File: src/asrc_pkg.sv
// Timing and encoding constants for the async SRAM host controller.
// Assumes a single 10 MHz system clock; all counts are in clk cycles.
package asrc_pkg;
  localparam int CLK_PERIOD_NS = 100;
  // Device timing figures, in their own units
  localparam int READ_CYCLE_MIN_NS = 15;
  localparam int ADDR_ACCESS_DELAY_NS = 15;
  localparam int SELECT_ACCESS_DELAY_NS = 15;
  localparam int GATE_ACCESS_DELAY_NS = 7;
  localparam int WRITE_CYCLE_MIN_NS = 15;
  localparam int SELECT_TO_WRITE_END_NS = 10;
  localparam int ADDR_SETUP_WRITE_END_NS = 10;
  localparam int STROBE_PULSE_MIN_NS = 9;
  localparam int WDATA_SETUP_NS = 9;
  localparam int STROBE_LOW_RELEASE_NS = 7;
  localparam int RETENTION_RECOVERY_US = 200;
  // Least times round up, never below one cycle
  function automatic int cyc_up(input int ns);
    int c;
    c = (ns + CLK_PERIOD_NS - 1) / CLK_PERIOD_NS;
    return (c < 1) ? 1 : c;
  endfunction : cyc_up
  localparam int READ_WAIT_CYC = cyc_up(SELECT_ACCESS_DELAY_NS > ADDR_ACCESS_DELAY_NS ?
    SELECT_ACCESS_DELAY_NS : ADDR_ACCESS_DELAY_NS);
  localparam int READ_CYCLE_CYC = cyc_up(READ_CYCLE_MIN_NS);
  localparam int STROBE_CYC = cyc_up(STROBE_PULSE_MIN_NS > WDATA_SETUP_NS ?
    STROBE_PULSE_MIN_NS : WDATA_SETUP_NS);
  localparam int WRITE_CYCLE_CYC = cyc_up(WRITE_CYCLE_MIN_NS);
  localparam int RECOVERY_CYC = cyc_up(RETENTION_RECOVERY_US * 1000);
  localparam int CNT_W = 12;
  typedef enum logic [5:0] {
    ASRC_IDLE  = 6'h01,
    ASRC_RD    = 6'h02,
    ASRC_WR    = 6'h04,
    ASRC_WREND = 6'h08,
    ASRC_GAP   = 6'h10,
    ASRC_RECOV = 6'h20
  } asrc_state_t;
endpackage : asrc_pkg

File: src/asrc_host.sv
// Host controller driving an asynchronous byte-wide static RAM.
// Assumes user requests on clk; the SRAM data bus comes back through pins.
// Function
// - Read: select and gate low, strobe high
// - Address valid before select falls; here both change on the same clock edge
// - Data timed from ending strobe edge
// - Address setup/hold, select 10 ns early
// - Data setup 9 ns, strobe 9 ns, cycle 15
// - Strobe-low release 7 ns before drive; here drive starts on the same clock edge as strobe falls
// - Host never drives while device drives
// - Retention: deselect first, wait 200 us
`timescale 1ns/10ps
module asrc_host #(
  parameter int ADDR_W = 15,
  parameter int RECOVERY_CYCLES = asrc_pkg::RECOVERY_CYC
) (
  // Clock and reset
  input wire logic clk,
  input wire logic rst,
  // User request side
  input wire logic req_valid,
  input wire logic req_write,
  input wire logic [ADDR_W-1:0] req_addr,
  input wire logic [7:0] req_wdata,
  output logic req_ready_ff,
  output logic rsp_valid_ff,
  output logic [7:0] rsp_rdata_ff,
  // Data retention control
  input wire logic retain_req,
  output logic retain_ok_ff,
  // SRAM pins
  output logic [ADDR_W-1:0] sram_addr_ff,
  output logic sram_sel_n_ff,
  output logic sram_wr_n_ff,
  output logic sram_gate_n_ff,
  input wire logic [7:0] sram_data_in,
  output logic [7:0] sram_data_out_ff,
  output logic sram_data_oe_ff
);
  // Elaboration checks: the counter must hold every wait, or it would wrap short
  if (ADDR_W < 1 || ADDR_W > 32) begin : g_bad_addr_w
    $error("asrc_host: ADDR_W out of range");
  end
  if (RECOVERY_CYCLES < 1 ||
    RECOVERY_CYCLES >= (1 << asrc_pkg::CNT_W) * 2) begin : g_bad_recovery
    $error("asrc_host: RECOVERY_CYCLES out of range");
  end
  if (asrc_pkg::READ_WAIT_CYC >= (1 << asrc_pkg::CNT_W) ||
    asrc_pkg::STROBE_CYC >= (1 << asrc_pkg::CNT_W) ||
    asrc_pkg::READ_CYCLE_CYC >= (1 << asrc_pkg::CNT_W) ||
    asrc_pkg::WRITE_CYCLE_CYC >= (1 << asrc_pkg::CNT_W)) begin : g_bad_counts
    $error("asrc_host: package wait counts overflow the counter");
  end

  asrc_pkg::asrc_state_t state_ff, nxt_state;
  logic [asrc_pkg::CNT_W:0] cnt_ff;
  logic [asrc_pkg::CNT_W:0] nxt_cnt;
  logic [7:0] din_s1_ff, din_s2_ff;
  logic ret_s1_ff, ret_s2_ff;
  logic rd_pend_ff;
  logic [7:0] rd_cap_ff;
  logic [1:0] rd_pipe_ff;

  // Pin controls decode the next state so every pin leaves a flop
  function automatic logic sel_state(input asrc_pkg::asrc_state_t s);
    return s == asrc_pkg::ASRC_RD || s == asrc_pkg::ASRC_WR || s == asrc_pkg::ASRC_WREND;
  endfunction : sel_state

  function automatic logic drive_state(input asrc_pkg::asrc_state_t s);
    return s == asrc_pkg::ASRC_WR || s == asrc_pkg::ASRC_WREND;
  endfunction : drive_state

  // Pins pass two flops before the FSM looks at them
  always_ff @(posedge clk) begin
    din_s1_ff <= sram_data_in;
    din_s2_ff <= din_s1_ff;
    ret_s1_ff <= retain_req;
    ret_s2_ff <= ret_s1_ff;
  end

  function automatic logic [asrc_pkg::CNT_W:0] cnt_of(input int c);
    return c[asrc_pkg::CNT_W:0];
  endfunction : cnt_of

  always_comb begin
    nxt_state = state_ff;
    // Counter stops at zero; RD, WR, GAP and RECOV test it for their own exit
    nxt_cnt = (cnt_ff != '0) ? cnt_ff - 1'b1 : cnt_ff;
    case (state_ff)
      asrc_pkg::ASRC_IDLE: begin
        if (ret_s2_ff) begin
          nxt_state = asrc_pkg::ASRC_RECOV;
          nxt_cnt = cnt_of(RECOVERY_CYCLES);
        end else if (req_valid && req_ready_ff) begin
          nxt_state = req_write ? asrc_pkg::ASRC_WR : asrc_pkg::ASRC_RD;
          nxt_cnt = req_write ? cnt_of(asrc_pkg::STROBE_CYC) : cnt_of(asrc_pkg::READ_WAIT_CYC);
        end
      end
      asrc_pkg::ASRC_RD: begin
        if (cnt_ff == cnt_of(1)) begin
          nxt_state = asrc_pkg::ASRC_GAP;
          nxt_cnt = cnt_of(asrc_pkg::READ_CYCLE_CYC);
        end
      end
      asrc_pkg::ASRC_WR: begin
        if (cnt_ff == cnt_of(1)) begin
          nxt_state = asrc_pkg::ASRC_WREND;
        end
      end
      asrc_pkg::ASRC_WREND: begin
        // Strobe already high; select and data stay one more cycle for hold
        nxt_state = asrc_pkg::ASRC_GAP;
        nxt_cnt = cnt_of(asrc_pkg::WRITE_CYCLE_CYC);
      end
      asrc_pkg::ASRC_GAP: begin
        // Deselected gap keeps successive accesses apart
        if (cnt_ff <= cnt_of(1)) nxt_state = asrc_pkg::ASRC_IDLE;
      end
      asrc_pkg::ASRC_RECOV: begin
        // recovery wait after supply return
        // Reload while retention is asked, so the full wait follows its end
        if (!ret_s2_ff && cnt_ff == '0) nxt_state = asrc_pkg::ASRC_IDLE;
        if (ret_s2_ff) nxt_cnt = cnt_of(RECOVERY_CYCLES);
      end
      default: begin
        // Illegal codes fall back to idle with select high
        nxt_state = asrc_pkg::ASRC_IDLE;
        nxt_cnt = '0;
      end
    endcase
  end

  always_ff @(posedge clk) begin
    if (rst) begin
      state_ff <= asrc_pkg::ASRC_IDLE;
      cnt_ff <= '0;
    end else begin
      state_ff <= nxt_state;
      cnt_ff <= nxt_cnt;
    end
  end

  // Address and write data latched once per request
  // Only a taken request moves the address, so it never moves while selected
  always_ff @(posedge clk) begin
    if (rst) begin
      sram_addr_ff <= '0;
      sram_data_out_ff <= 8'h00;
    end else if (state_ff == asrc_pkg::ASRC_IDLE && req_valid && req_ready_ff && !ret_s2_ff) begin
      sram_addr_ff <= req_addr;
      sram_data_out_ff <= req_wdata;
    end
  end

  always_ff @(posedge clk) begin
    if (rst) begin
      sram_sel_n_ff <= 1'b1;
      sram_wr_n_ff <= 1'b1;
      sram_gate_n_ff <= 1'b1;
      sram_data_oe_ff <= 1'b0;
    end else begin
      sram_sel_n_ff <= !sel_state(nxt_state);
      // strobe rises first to end the write
      sram_wr_n_ff <= !(nxt_state == asrc_pkg::ASRC_WR);
      sram_gate_n_ff <= !(nxt_state == asrc_pkg::ASRC_RD);
      // drive only while gate is high
      // data held past the ending edge
      sram_data_oe_ff <= drive_state(nxt_state);
    end
  end

  always_ff @(posedge clk) begin
    if (rst) begin
      req_ready_ff <= 1'b0;
      rsp_valid_ff <= 1'b0;
      rsp_rdata_ff <= 8'h00;
      retain_ok_ff <= 1'b0;
    end else begin
      // Ready also watches the first sync stage, so no request is taken
      // on the edge at which a retention request turns the FSM away
      req_ready_ff <= (nxt_state == asrc_pkg::ASRC_IDLE) && !ret_s1_ff && !ret_s2_ff;
      retain_ok_ff <= (nxt_state == asrc_pkg::ASRC_RECOV) && ret_s2_ff;
      // Answer once the captured byte has left the synchroniser; the FSM may
      // already be on the next access, which does not disturb the capture
      rsp_valid_ff <= rd_pend_ff;
      if (rd_pend_ff) rsp_rdata_ff <= rd_cap_ff;
    end
  end

  // Capture read byte at access end; it reaches the sync stage two cycles on
  // Pin data is steady only near the access end, so a tag pipeline picks it out
  always_ff @(posedge clk) begin
    if (rst) begin
      rd_pipe_ff <= 2'b00;
      rd_pend_ff <= 1'b0;
      rd_cap_ff <= 8'h00;
    end else begin
      rd_pipe_ff <= {rd_pipe_ff[0], (state_ff == asrc_pkg::ASRC_RD) && (cnt_ff == cnt_of(1))};
      if (rd_pipe_ff[1]) rd_cap_ff <= din_s2_ff;
      rd_pend_ff <= rd_pipe_ff[1];
    end
  end
endmodule : asrc_host

File: config.mk
export PLATFORM = sky130hd
export DESIGN_NAME = asrc_host
export DESIGN_NICKNAME = d
export VERILOG_FILES = /design/src/asrc_pkg.sv /design/src/asrc_host.sv
export SDC_FILE = /design/constraint.sdc
export NUM_CORES = 1
export LEC_CHECK = 0
export BUFFER_PORTS_ARGS = -buffer_cell sky130_fd_sc_hd__buf_4
export CORE_ASPECT_RATIO = 1.5
export CORE_MARGIN = 3
export CORE_UTILIZATION = 46
export DETAILED_ROUTE_END_ITERATION = 6
export PLACE_DENSITY = 0.7
export SYNTH_ARGS = -nofsm -noshare
export SYNTH_HDL_FRONTEND = slang
export SYNTH_SLANG_ARGS = --single-unit
export TNS_END_PERCENT = 30
File: constraint.sdc
create_clock -name clk -period 2.35 [get_ports clk]
set_input_delay 0.1175 -clock clk [delete_from_list [all_inputs] [get_ports clk]]
set_output_delay 0.1175 -clock clk [all_outputs]
set_load 0.02 [all_outputs]
==> results of run 1 <==
cell usage after synthesis (4+ instances only):
cell	count
inv_1	5
nor2b_1	6
xnor2_1	7
a21oi_1	34
nor3_1	6
dfxtp_1	86
nand2b_1	9
mux2i_1	16
a211oi_1	5
buf_2	5
nand2_1	52
o21ai_0	11
or4_1	5
nor4_1	5
nor2_1	31
and2_1	4
clkbuf_1	12
worst paths after layout:
check	to	depth (start not counted)	slack, ns	start
hold / removal	rd_cap_ff[7]	2	0.1	rst
setup reg to reg	cnt_ff[11]	5	0.20	cnt_ff[3]
setup / recovery	cnt_ff[11]	5	0.20	cnt_ff[3]
hold reg to reg	din_s2_ff[4]	0	0.33	din_s1_ff[4]
power groups by stage:
stage | clock [uW] | sequential, uW | combinational [uW]
final | 982 | 1640 | 1090
after floorplan | 0 | 1660 | 796
after CTS | 1020 | 1640 | 1100
after detailed placement | 0 | 1680 | 1040
after global placement | 0 | 1670 | 1030
after global routing | 1070 | 1660 | 1230
registers in the layout (all words and copies together), names as in the netlist:
name,cells
retain_ok_ff,1
ret_s1_ff,1
sram_wr_n_ff,1
cnt_ff,13
ret_s2_ff,1
din_s1_ff,8
sram_sel_n_ff,1
rd_cap_ff,8
rsp_rdata_ff,8
sram_addr_ff,15
sram_data_oe_ff,1
rd_pend_ff,1
req_ready_ff,1
rsp_valid_ff,1
sram_gate_n_ff,1
rd_pipe_ff,2
sram_data_out_ff,8
state_ff,6
din_s2_ff,8
worst max-delay path: stages (launching register included):
cell and delay (ns):
dfxtp_1 0.35, or4_1 0.67, or2_4 0.30, or4_4 0.53, xor2_1 0.17, nor2_2 0.04
logic make-up after synthesis:
| family | after synthesis | synth area share (%) |
|---|---|---|
| simple gates | 150 | 24.45 |
| flops | 86 | 52.32 |
| compound gates | 66 | 12.02 |
| buf+inv | 23 | 2.813 |
| mux | 16 | 4.867 |
| xor+xnor | 9 | 2.396 |
| fa+ha+maj | 3 | 1.141 |
layout make-up:
class | count | area [um^2]
Clock buffer | 10 | 137.6
Clock inverter | 6 | 55.05
Fill cell | 565 | 2410
Inverter | 5 | 18.77
Multi-Input combinational cell | 244 | 1476
Sequential cell | 86 | 1722
Tap cell | 78 | 97.59
Timing Repair Buffer | 120 | 980.9
stage by stage:
stage	std cells	setup WS (ns)	hold WS (ns)	power (uW)	cell area (um^2)
after floorplan	353	0.2972	0.1452	2453	3291
after global placement	501	0.2226	0.2218	2706	3975
after detailed placement	501	0.2094	0.2231	2718	3975
after CTS	549	0.1938	0.07387	3761	4488
after global routing	549	0.03924	0.09903	3962	4488
final	549	0.1995	0.09564	3714	4488
layer usage:
layer,part of all wire (%),global-route usage [%],vias up
met3,6.2,7.228,13
met1,39,22.72,1308
met4,2.5,9.288,0
met2,52,36.10,79
li1,-,-,1435
met5,0,0,-
==> results.sh, run 1 <==
export IMPL_max_freq_ghz=0.4650
export IMPL_cts_sinks=86
export IMPL_final_common_cell="buf_4"
export IMPL_tightest_slew_ns=0.4991
export IMPL_grt_pass1_wl_um=13080
export IMPL_cts_root_buf="clkbuf_8"
export IMPL_post_cts_buffers=0
export IMPL_synth_edff_count=0
export IMPL_ys_warn_count=0
export IMPL_grt_util_all_layers_pct=20.99
export IMPL_netSwitchingFraction_pct=32.15
export IMPL_cts_made_buffers=9
export IMPL_outcome="completed"
export IMPL_vdd_ir_drop_max_v=0.0005132
export IMPL_p_switching_uw=1194
export IMPL_p_int_uw=2520
export IMPL_io_buffers=73
export IMPL_synthCells=353
export IMPL_worstPathArrival_ns=2.41
export IMPL_synth_top_cell_area_share_pct=52.32
export IMPL_finalSetupTns_ns=0
export IMPL_gp_congestion=0.9045
export IMPL_clock_power_share_pct=26.5
export IMPL_clkLatencyLatePin_ns=0.36
export IMPL_dr_total_vias=2835
export IMPL_grt_pass1_vias=2847
export IMPL_first_pass_iters=5
export IMPL_min_path_type="primary input to register"
export IMPL_fin_nets=505
export IMPL_startpoint_type="register"
export IMPL_path_class="register to register"
export IMPL_row_count=37
export IMPL_final_util_pct=65.06
export IMPL_dieArea_mm2=0.008225
export IMPL_ctsResizeCount=0
export IMPL_clk_path_buf_depth=2
export IMPL_ys_flop_type="dfxtp_1"
export IMPL_vias_per_cell=5.164
export IMPL_initialDrtViolationCount=172
export IMPL_cts_clk_slew_worst_paths_ns=0.09
export IMPL_synthArstFlopShare_pct=0
export IMPL_fp_dieW_um=75.06
export IMPL_overflow=0
export IMPL_core_area_mm2=0.006898
export IMPL_finalSetupViolations=0
export IMPL_area_growth_syn_to_layout_pct=36.39
export IMPL_slew_violations=0
export IMPL_skew_ns=0.008189
export IMPL_antenna_found_initial=0
export IMPL_synth_cell_types=51
export IMPL_power_leakage_uw=0.001805
export IMPL_cp_max_fo=8
export IMPL_synth_top_area_cell="dfxtp_1"
export IMPL_synth_area_top_cells="dfxtp_1 52%, nand2_1 5.9%, a21oi_1 5.2%"
export IMPL_synth_seq_cells=86
export IMPL_synth_avg_cell_area_um2=9.322
export IMPL_post_drt_wl_per_cell_um=14.10
export IMPL_maxCapViolCount=0
export IMPL_finalCritPeriodShare_pct=91.51
export IMPL_required_ns=2.61
export IMPL_yosysSeqAreaShare_pct=52.32
export IMPL_cts_max_level=3
export IMPL_powerDensity_mw_per_mm2=827.4
export IMPL_drive_gt1_share_pct=25.90
export IMPL_antenna_cells=0
export IMPL_drt_total_wl_um=7739
export IMPL_rsz0062_at_grt="no"
export IMPL_holdBufCountCts=32
export IMPL_cts_tree="built"
export IMPL_hpwl_um=5250
export IMPL_final_cell_mix="88 x buf_4, 86 x dfxtp_1, 52 x nand2_1, 34 x a21oi_1, 32 x dlygate4sd3_1"
export IMPL_relSlewSlack_pct=65.87
export IMPL_finalHoldViolCount=0
export IMPL_period_minus_slack_ns=2.151
export IMPL_start_util_pct=47.71
export IMPL_die_y_um=109.6
export IMPL_grt_max_degree=28
export IMPL_synth_nets=392
export IMPL_endpoint_kind="register"
export IMPL_comb_power_share_pct=29.4
export IMPL_drc=0
export IMPL_ios=74
export IMPL_synth_area_mm2=0.003291
export IMPL_p_seq_share_pct=44.2
export IMPL_ant_nets=0
Note: power is estimated with default switching activity, not from simulation.
==> run 2, diff against run 1 <==
- BUFFER_PORTS_ARGS: -buffer_cell sky130_fd_sc_hd__buf_4 -> default
- CORE_MARGIN: 3 -> default
- DONT_BUFFER_PORTS: default -> 1
- PLACE_DENSITY: 0.7 -> default
- clock period: 2.35 -> 2.2 ns (I/O delays scaled with it)
==> run 2 against run 1 <==
  * The flow now finishes with violations (design-rule violations)
  * Power grew 12%
  * Sequential power is 7% higher
  * Critical path type unchanged
  * Maximum frequency is 6.2% higher
  * Combinational power is 10% higher
  * Routed wire length shrank 4.5%
  * Clock power is 21% higher
  * Critical path depth is 1 higher
  * Hold slack worse by 0.042 ns
==> results.sh, run 2 (synthesis gave the netlist of run 1 again) <==
export IMPL_outcome="finished with violations"
export IMPL_violations="design-rule violations"
export IMPL_finalHoldViolCount=0
export IMPL_die_y_um=105.6
export IMPL_clkLatencyLatePin_ns=0.35
export IMPL_largest_reg_flops=15
export IMPL_grt_pass1_vias=2584
export IMPL_antenna_found_initial=0
export IMPL_cp_max_fo=24
export IMPL_cts_max_level=3
export IMPL_antenna_cells=0
export IMPL_met1_length_um=2867
export IMPL_first_pass_iters=6
export IMPL_grt_util_all_layers_pct=20.71
export IMPL_crit_slowest_cell="or4_1"
export IMPL_dr_total_vias=2632
export IMPL_overflow=0
export IMPL_vias_per_cell=5.416
export IMPL_r2r_start="state_ff[3]"
export IMPL_worstPathArrival_ns=2.26
export IMPL_power_leakage_uw=0.001498
export IMPL_finalSetupViolations=0
export IMPL_path_class="register to register"
export IMPL_finalSetupTns_ns=0
export IMPL_slew_violations=0
export IMPL_tightest_slew_ns=0.6403
export IMPL_cts_tree="built"
export IMPL_relSlewSlack_pct=56.86
export IMPL_final_cells=486
export IMPL_vdd_ir_drop_max_v=0.0006754
export IMPL_area_growth_syn_to_layout_pct=23.54
export IMPL_cts_made_buffers=9
export IMPL_drive_gt1_share_pct=13.97
export IMPL_top_register="sram_addr_ff"
export IMPL_maxCapViolCount=0
export IMPL_drt_total_wl_um=7389
export IMPL_final_common_cell="dfxtp_1"
export IMPL_ios=74
export IMPL_cts_root_buf="clkbuf_8"
export IMPL_power_uw=4150
export IMPL_highest_layer="met4"
export IMPL_reg_top3="sram_addr_ff x15, cnt_ff x13"
export IMPL_startpoint="state_ff[3]"
export IMPL_dieArea_mm2=0.007503
export IMPL_fp_dieW_um=71.06
export IMPL_startpoint_type="register"
export IMPL_fillers=618
export IMPL_cts_sinks=86
export IMPL_required_ns=2.44
export IMPL_gp_congestion=0.8818
export IMPL_rsz0062_at_grt="no"
export IMPL_place_inst=436
export IMPL_endpoint_kind="register"
export IMPL_dr_wl_met2_um=3988
export IMPL_placed_cell_area_mm2=0.003487
export IMPL_path_cells="or4_1 > nor4_4 > buf_6 > nand2_1 > a21oi_1 > nor2_1"
export IMPL_wl_met3_um=249
export IMPL_cpPeakStageDelay_ns=0.67
export IMPL_row_count=37
export IMPL_min_path_type="primary input to register"
export IMPL_final_area_mm2=0.004065
export IMPL_hpwl_um=4913
export IMPL_core_area_mm2=0.006898
export IMPL_period_minus_slack_ns=2.024
export IMPL_finalCritPeriodShare_pct=92.00
export IMPL_final_util_pct=58.93
export IMPL_skew_ns=0.008407
export IMPL_min_delay_start="rst"
export IMPL_grt_pass1_wl_um=11780
export IMPL_post_cts_buffers=0
export IMPL_drc=9
export IMPL_initialDrtViolationCount=124
export IMPL_cts_clk_slew_worst_paths_ns=0.08
export IMPL_powerDensity_mw_per_mm2=1021
export IMPL_final_cell_mix="86 x dfxtp_1, 52 x nand2_1, 34 x a21oi_1, 33 x dlygate4sd3_1, 31 x nor2_1"
export IMPL_ant_nets=0
export IMPL_clk_path_buf_depth=2
export IMPL_start_util_pct=47.71
export IMPL_io_buffers=0
export IMPL_max_freq_ghz=0.4941
export IMPL_grt_max_degree=48
export IMPL_post_drt_wl_per_cell_um=15.20
export IMPL_fin_nets=442
## run 2: changes by cell type in the layout (fill, tap and decap cells not counted), moves of 2 or more
cell,change
clkinv_4,-2
clkbuf_1,+3
buf_4,-66
bufinv_16,+2
or4_4,+2
or4_1,-2
inv_8,-2
## run 2: worst paths after layout
path / end / slack [ns] / cells past startpoint
setup reg to reg: sram_sel_n_ff / 0.18 / 6
setup / recovery: sram_sel_n_ff / 0.18 / 6
hold / removal: sram_data_out_ff[1] / 0.05 / 2
hold reg to reg: din_s2_ff[5] / 0.33 / 0
## run 2: repair_timing
| item | in CTS | in global routing |
|---|---|---|
| hold buffers | 34 | 0 |
| gates resized for setup | 0 | 3 |
| hold endpoints to repair | 59 | 0 |
| endpoints found under the setup margin | 0 | 2 |
## run 2: routing by layer
layer | global-route usage [%] | up-vias
met2 | 37.91 | 53
met4 | 13.29 | 0
met5 | 0 | -
met1 | 20.66 | 1242
met3 | 4.493 | 22
li1 | - | 1315
## run 2: report_power, final
part / switching (uW) / internal, uW
combinational: 598 / 604
sequential: 103 / 1650
clock: 519 / 672
total: 1220 / 2930
## run 2: worst max-delay path, delay by kind of cell (launching register included)
kind	cells	cell delay, ns
DFF	1	0.31
buffers and inverters	1	0.25
AOI/OAI and AO/OA	1	0.19
and+or+nand+nor	4	1.15
## run 2: final cells by class
cell class | count | area [um^2] | share of cell area [%]
clock inverter | 3 | 67.56 | 1.662
multi-input combinational | 244 | 1484 | 36.50
tap | 78 | 97.59 | 2.401
clock buffer | 13 | 148.9 | 3.663
timing repair buffer | 57 | 526.8 | 12.96
inverter | 5 | 18.77 | 0.4617
sequential | 86 | 1722 | 42.35
## run 2: metrics by stage
step	setup WS (ns)	hold slack, ns
6_report	0.1759	0.05359
5_1_grt	0.02665	0.05844
4_1_cts	0.06407	0.04418
3_5_place_dp	0.08252	0.1378
3_3_place_gp	0.08643	0.1378
2_1_floorplan	0.1472	0.1377
==> run 3, diff against run 2 <==
- REMOVE_ABC_BUFFERS: default -> 1
- clock period: 2.2 -> 2.35 ns (I/O delays scaled with it)
==> run 3 against run 2 <==
  * The run still ends with design-rule violations left
  * Critical path depth decreased by 1
  * Sequential cell count is the same
  * Hold slack lost 0.0012 ns
  * Worst setup slack lost 0.016 ns
  * Via count fell by 2.3%
  * Combinational power down 13%
  * Non-clock buffer count shrank 7
  * Die area stayed put
  * Cell area shrank 2.8%
  * Power is 14% lower
  * Core utilization shrank 1.7 points
==> results.sh, run 3 (synthesis gave the netlist of run 1 again) <==
export IMPL_outcome="finished with violations"
export IMPL_violations="design-rule violations"
export IMPL_slew_violations=0
export IMPL_vdd_ir_drop_max_v=0.0006263
export IMPL_row_count=37
export IMPL_initialDrtViolationCount=136
export IMPL_gp_congestion=0.9365
export IMPL_finalHoldViolCount=0
export IMPL_top_register="sram_addr_ff"
export IMPL_start_util_pct=47.71
export IMPL_powerDensity_mw_per_mm2=903.6
export IMPL_hold_depth=2
export IMPL_cts_max_level=3
export IMPL_finalCritPeriodShare_pct=93.19
export IMPL_cts_tree="built"
export IMPL_power_uw=3569
export IMPL_grt_busiest_layer="met2"
export IMPL_r2r_start="cnt_ff[3]"
export IMPL_first_pass_iters=6
export IMPL_antenna_cells=0
export IMPL_ctsResizeCount=0
export IMPL_final_cell_mix="86 x dfxtp_1, 52 x nand2_1, 34 x a21oi_1, 34 x dlygate4sd3_1, 31 x nor2_1"
export IMPL_crit_slowest_cell="or4_1"
export IMPL_fp_dieW_um=71.06
export IMPL_rsz0062_at_grt="no"
export IMPL_io_buffers=0
export IMPL_p_seq_share_pct=46.2
export IMPL_clk_path_buf_depth=2
export IMPL_cts_made_buffers=9
export IMPL_ant_nets=0
export IMPL_tightest_slew_ns=0.5284
export IMPL_final_area_mm2=0.003950
export IMPL_ios=74
export IMPL_antenna_found_initial=0
export IMPL_largest_reg_flops=15
export IMPL_worstPathArrival_ns=2.43
export IMPL_final_common_cell="dfxtp_1"
export IMPL_startpoint_type="register"
export IMPL_hpwl_um=4643
export IMPL_vias_per_cell=5.381
export IMPL_grt_util_all_layers_pct=20.18
export IMPL_cts_root_buf="clkbuf_8"
export IMPL_maxCapViolCount=0
export IMPL_met3_usage_pct=4.207
export IMPL_period_minus_slack_ns=2.190
export IMPL_cts_clk_slew_worst_paths_ns=0.08
export IMPL_dr_total_vias=2572
export IMPL_reg2reg_depth=5
export IMPL_dieArea_mm2=0.007503
export IMPL_p_int_uw=2426
export IMPL_clock_power_share_pct=24.7
export IMPL_holdBufCountCts=35
export IMPL_cpPeakStageDelay_ns=0.67
export IMPL_netSwitchingFraction_pct=32.04
export IMPL_max_freq_ghz=0.4566
export IMPL_overflow=0
export IMPL_min_delay_start="rst"
export IMPL_reg2reg_to="cnt_ff[11]"
export IMPL_relSlewSlack_pct=64.70
export IMPL_drc=11
export IMPL_comb_power_share_pct=29.1
export IMPL_endpoint_kind="register"
export IMPL_clkLatencyLatePin_ns=0.36
export IMPL_grt_max_degree=48
export IMPL_core_area_mm2=0.006898
export IMPL_reg_top3="sram_addr_ff x15, cnt_ff x13"
export IMPL_min_path_type="primary input to register"
export IMPL_required_ns=2.59
export IMPL_p_switching_uw=1144
export IMPL_grt_use_met1_pct=20.69
export IMPL_finalSetupViolations=0
export IMPL_power_leakage_uw=0.001441
export IMPL_placed_cell_area_mm2=0.003427
export IMPL_path_cells="or4_1 > or2_4 > or4_4 > xor2_1 > nor2_2"
export IMPL_drt_total_wl_um=7127
export IMPL_grt_pass1_wl_um=11610
export IMPL_cp_max_fo=8
export IMPL_cts_sinks=86
export IMPL_grt_util_met2_pct=36.54
export IMPL_min_to="sram_addr_ff[2]"
export IMPL_grt_pass1_vias=2550
export IMPL_skew_ns=0.005881
export IMPL_post_drt_wl_per_cell_um=14.91
export IMPL_post_cts_buffers=0
export IMPL_area_growth_syn_to_layout_pct=20.04
export IMPL_fin_nets=435
export IMPL_die_y_um=105.6
export IMPL_path_class="register to register"
export IMPL_ff2ff_setup_slack_ns=0.16
export IMPL_drive_gt1_share_pct=12.25
## run 3: area by class of cell
| type | count | area, um^2 |
|---|---|---|
| Fill cell | 609 | 2948 |
| Sequential cell | 86 | 1722 |
| Inverter | 5 | 18.77 |
| Multi-Input combinational cell | 244 | 1476 |
| Timing Repair Buffer | 50 | 473.0 |
| Clock inverter | 6 | 38.79 |
| Tap cell | 78 | 97.59 |
| Clock buffer | 9 | 123.9 |
## run 3: through the flow
step	setup TNS [ns]	utilization, %	worst slack, ns	hold WS, ns	std cells
2_1_floorplan	-0.2641	-	-0.1232	0.1452	335
3_3_place_gp	0	49.68	0.1861	0.1453	428
3_5_place_dp	0	49.68	0.1735	0.1453	428
4_1_cts	0	57.26	0.1516	0.04297	478
5_1_grt	0	57.26	0.07539	0.06202	478
6_report	0	57.26	0.1599	0.05236	478
## run 3: worst max-delay path by stage
| stage | startpoint | cells past startpoint | slack [ns] | end |
|---|---|---|---|---|
| global placement | cnt_ff[3] | 5 | 0.19 | cnt_ff[11] |
| finish | cnt_ff[3] | 5 | 0.16 | cnt_ff[11] |
| CTS | cnt_ff[3] | 5 | 0.15 | cnt_ff[11] |
| detailed placement | cnt_ff[3] | 5 | 0.17 | cnt_ff[11] |
| floorplan | state_ff[2] | 5 | -0.12 | sram_sel_n_ff |
| global route | cnt_ff[8] | 5 | 0.08 | sram_sel_n_ff |
## run 3: layer usage
metal  wire length (um)  up-vias
li1                   -     1299
met3                325       17
met1               2776     1196
met5                  0        -
met2               3780       60
met4                244        0
## run 3: worst max-delay path: cells and delay by family (launching register included)
family                    cells  cell delay [ns]
and+or+nand+nor               4             1.54
DFF                           1             0.35
xor gates and xnor gates      1             0.18
## run 3: power by group through the flow
stage | Sequential, uW | Clock, uW | Combinational [uW]
2_1_floorplan | 1660 | 0 | 756
3_3_place_gp | 1680 | 0 | 980
3_5_place_dp | 1680 | 0 | 970
4_1_cts | 1650 | 925 | 1040
5_1_grt | 1660 | 977 | 1150
6_report | 1650 | 883 | 1040
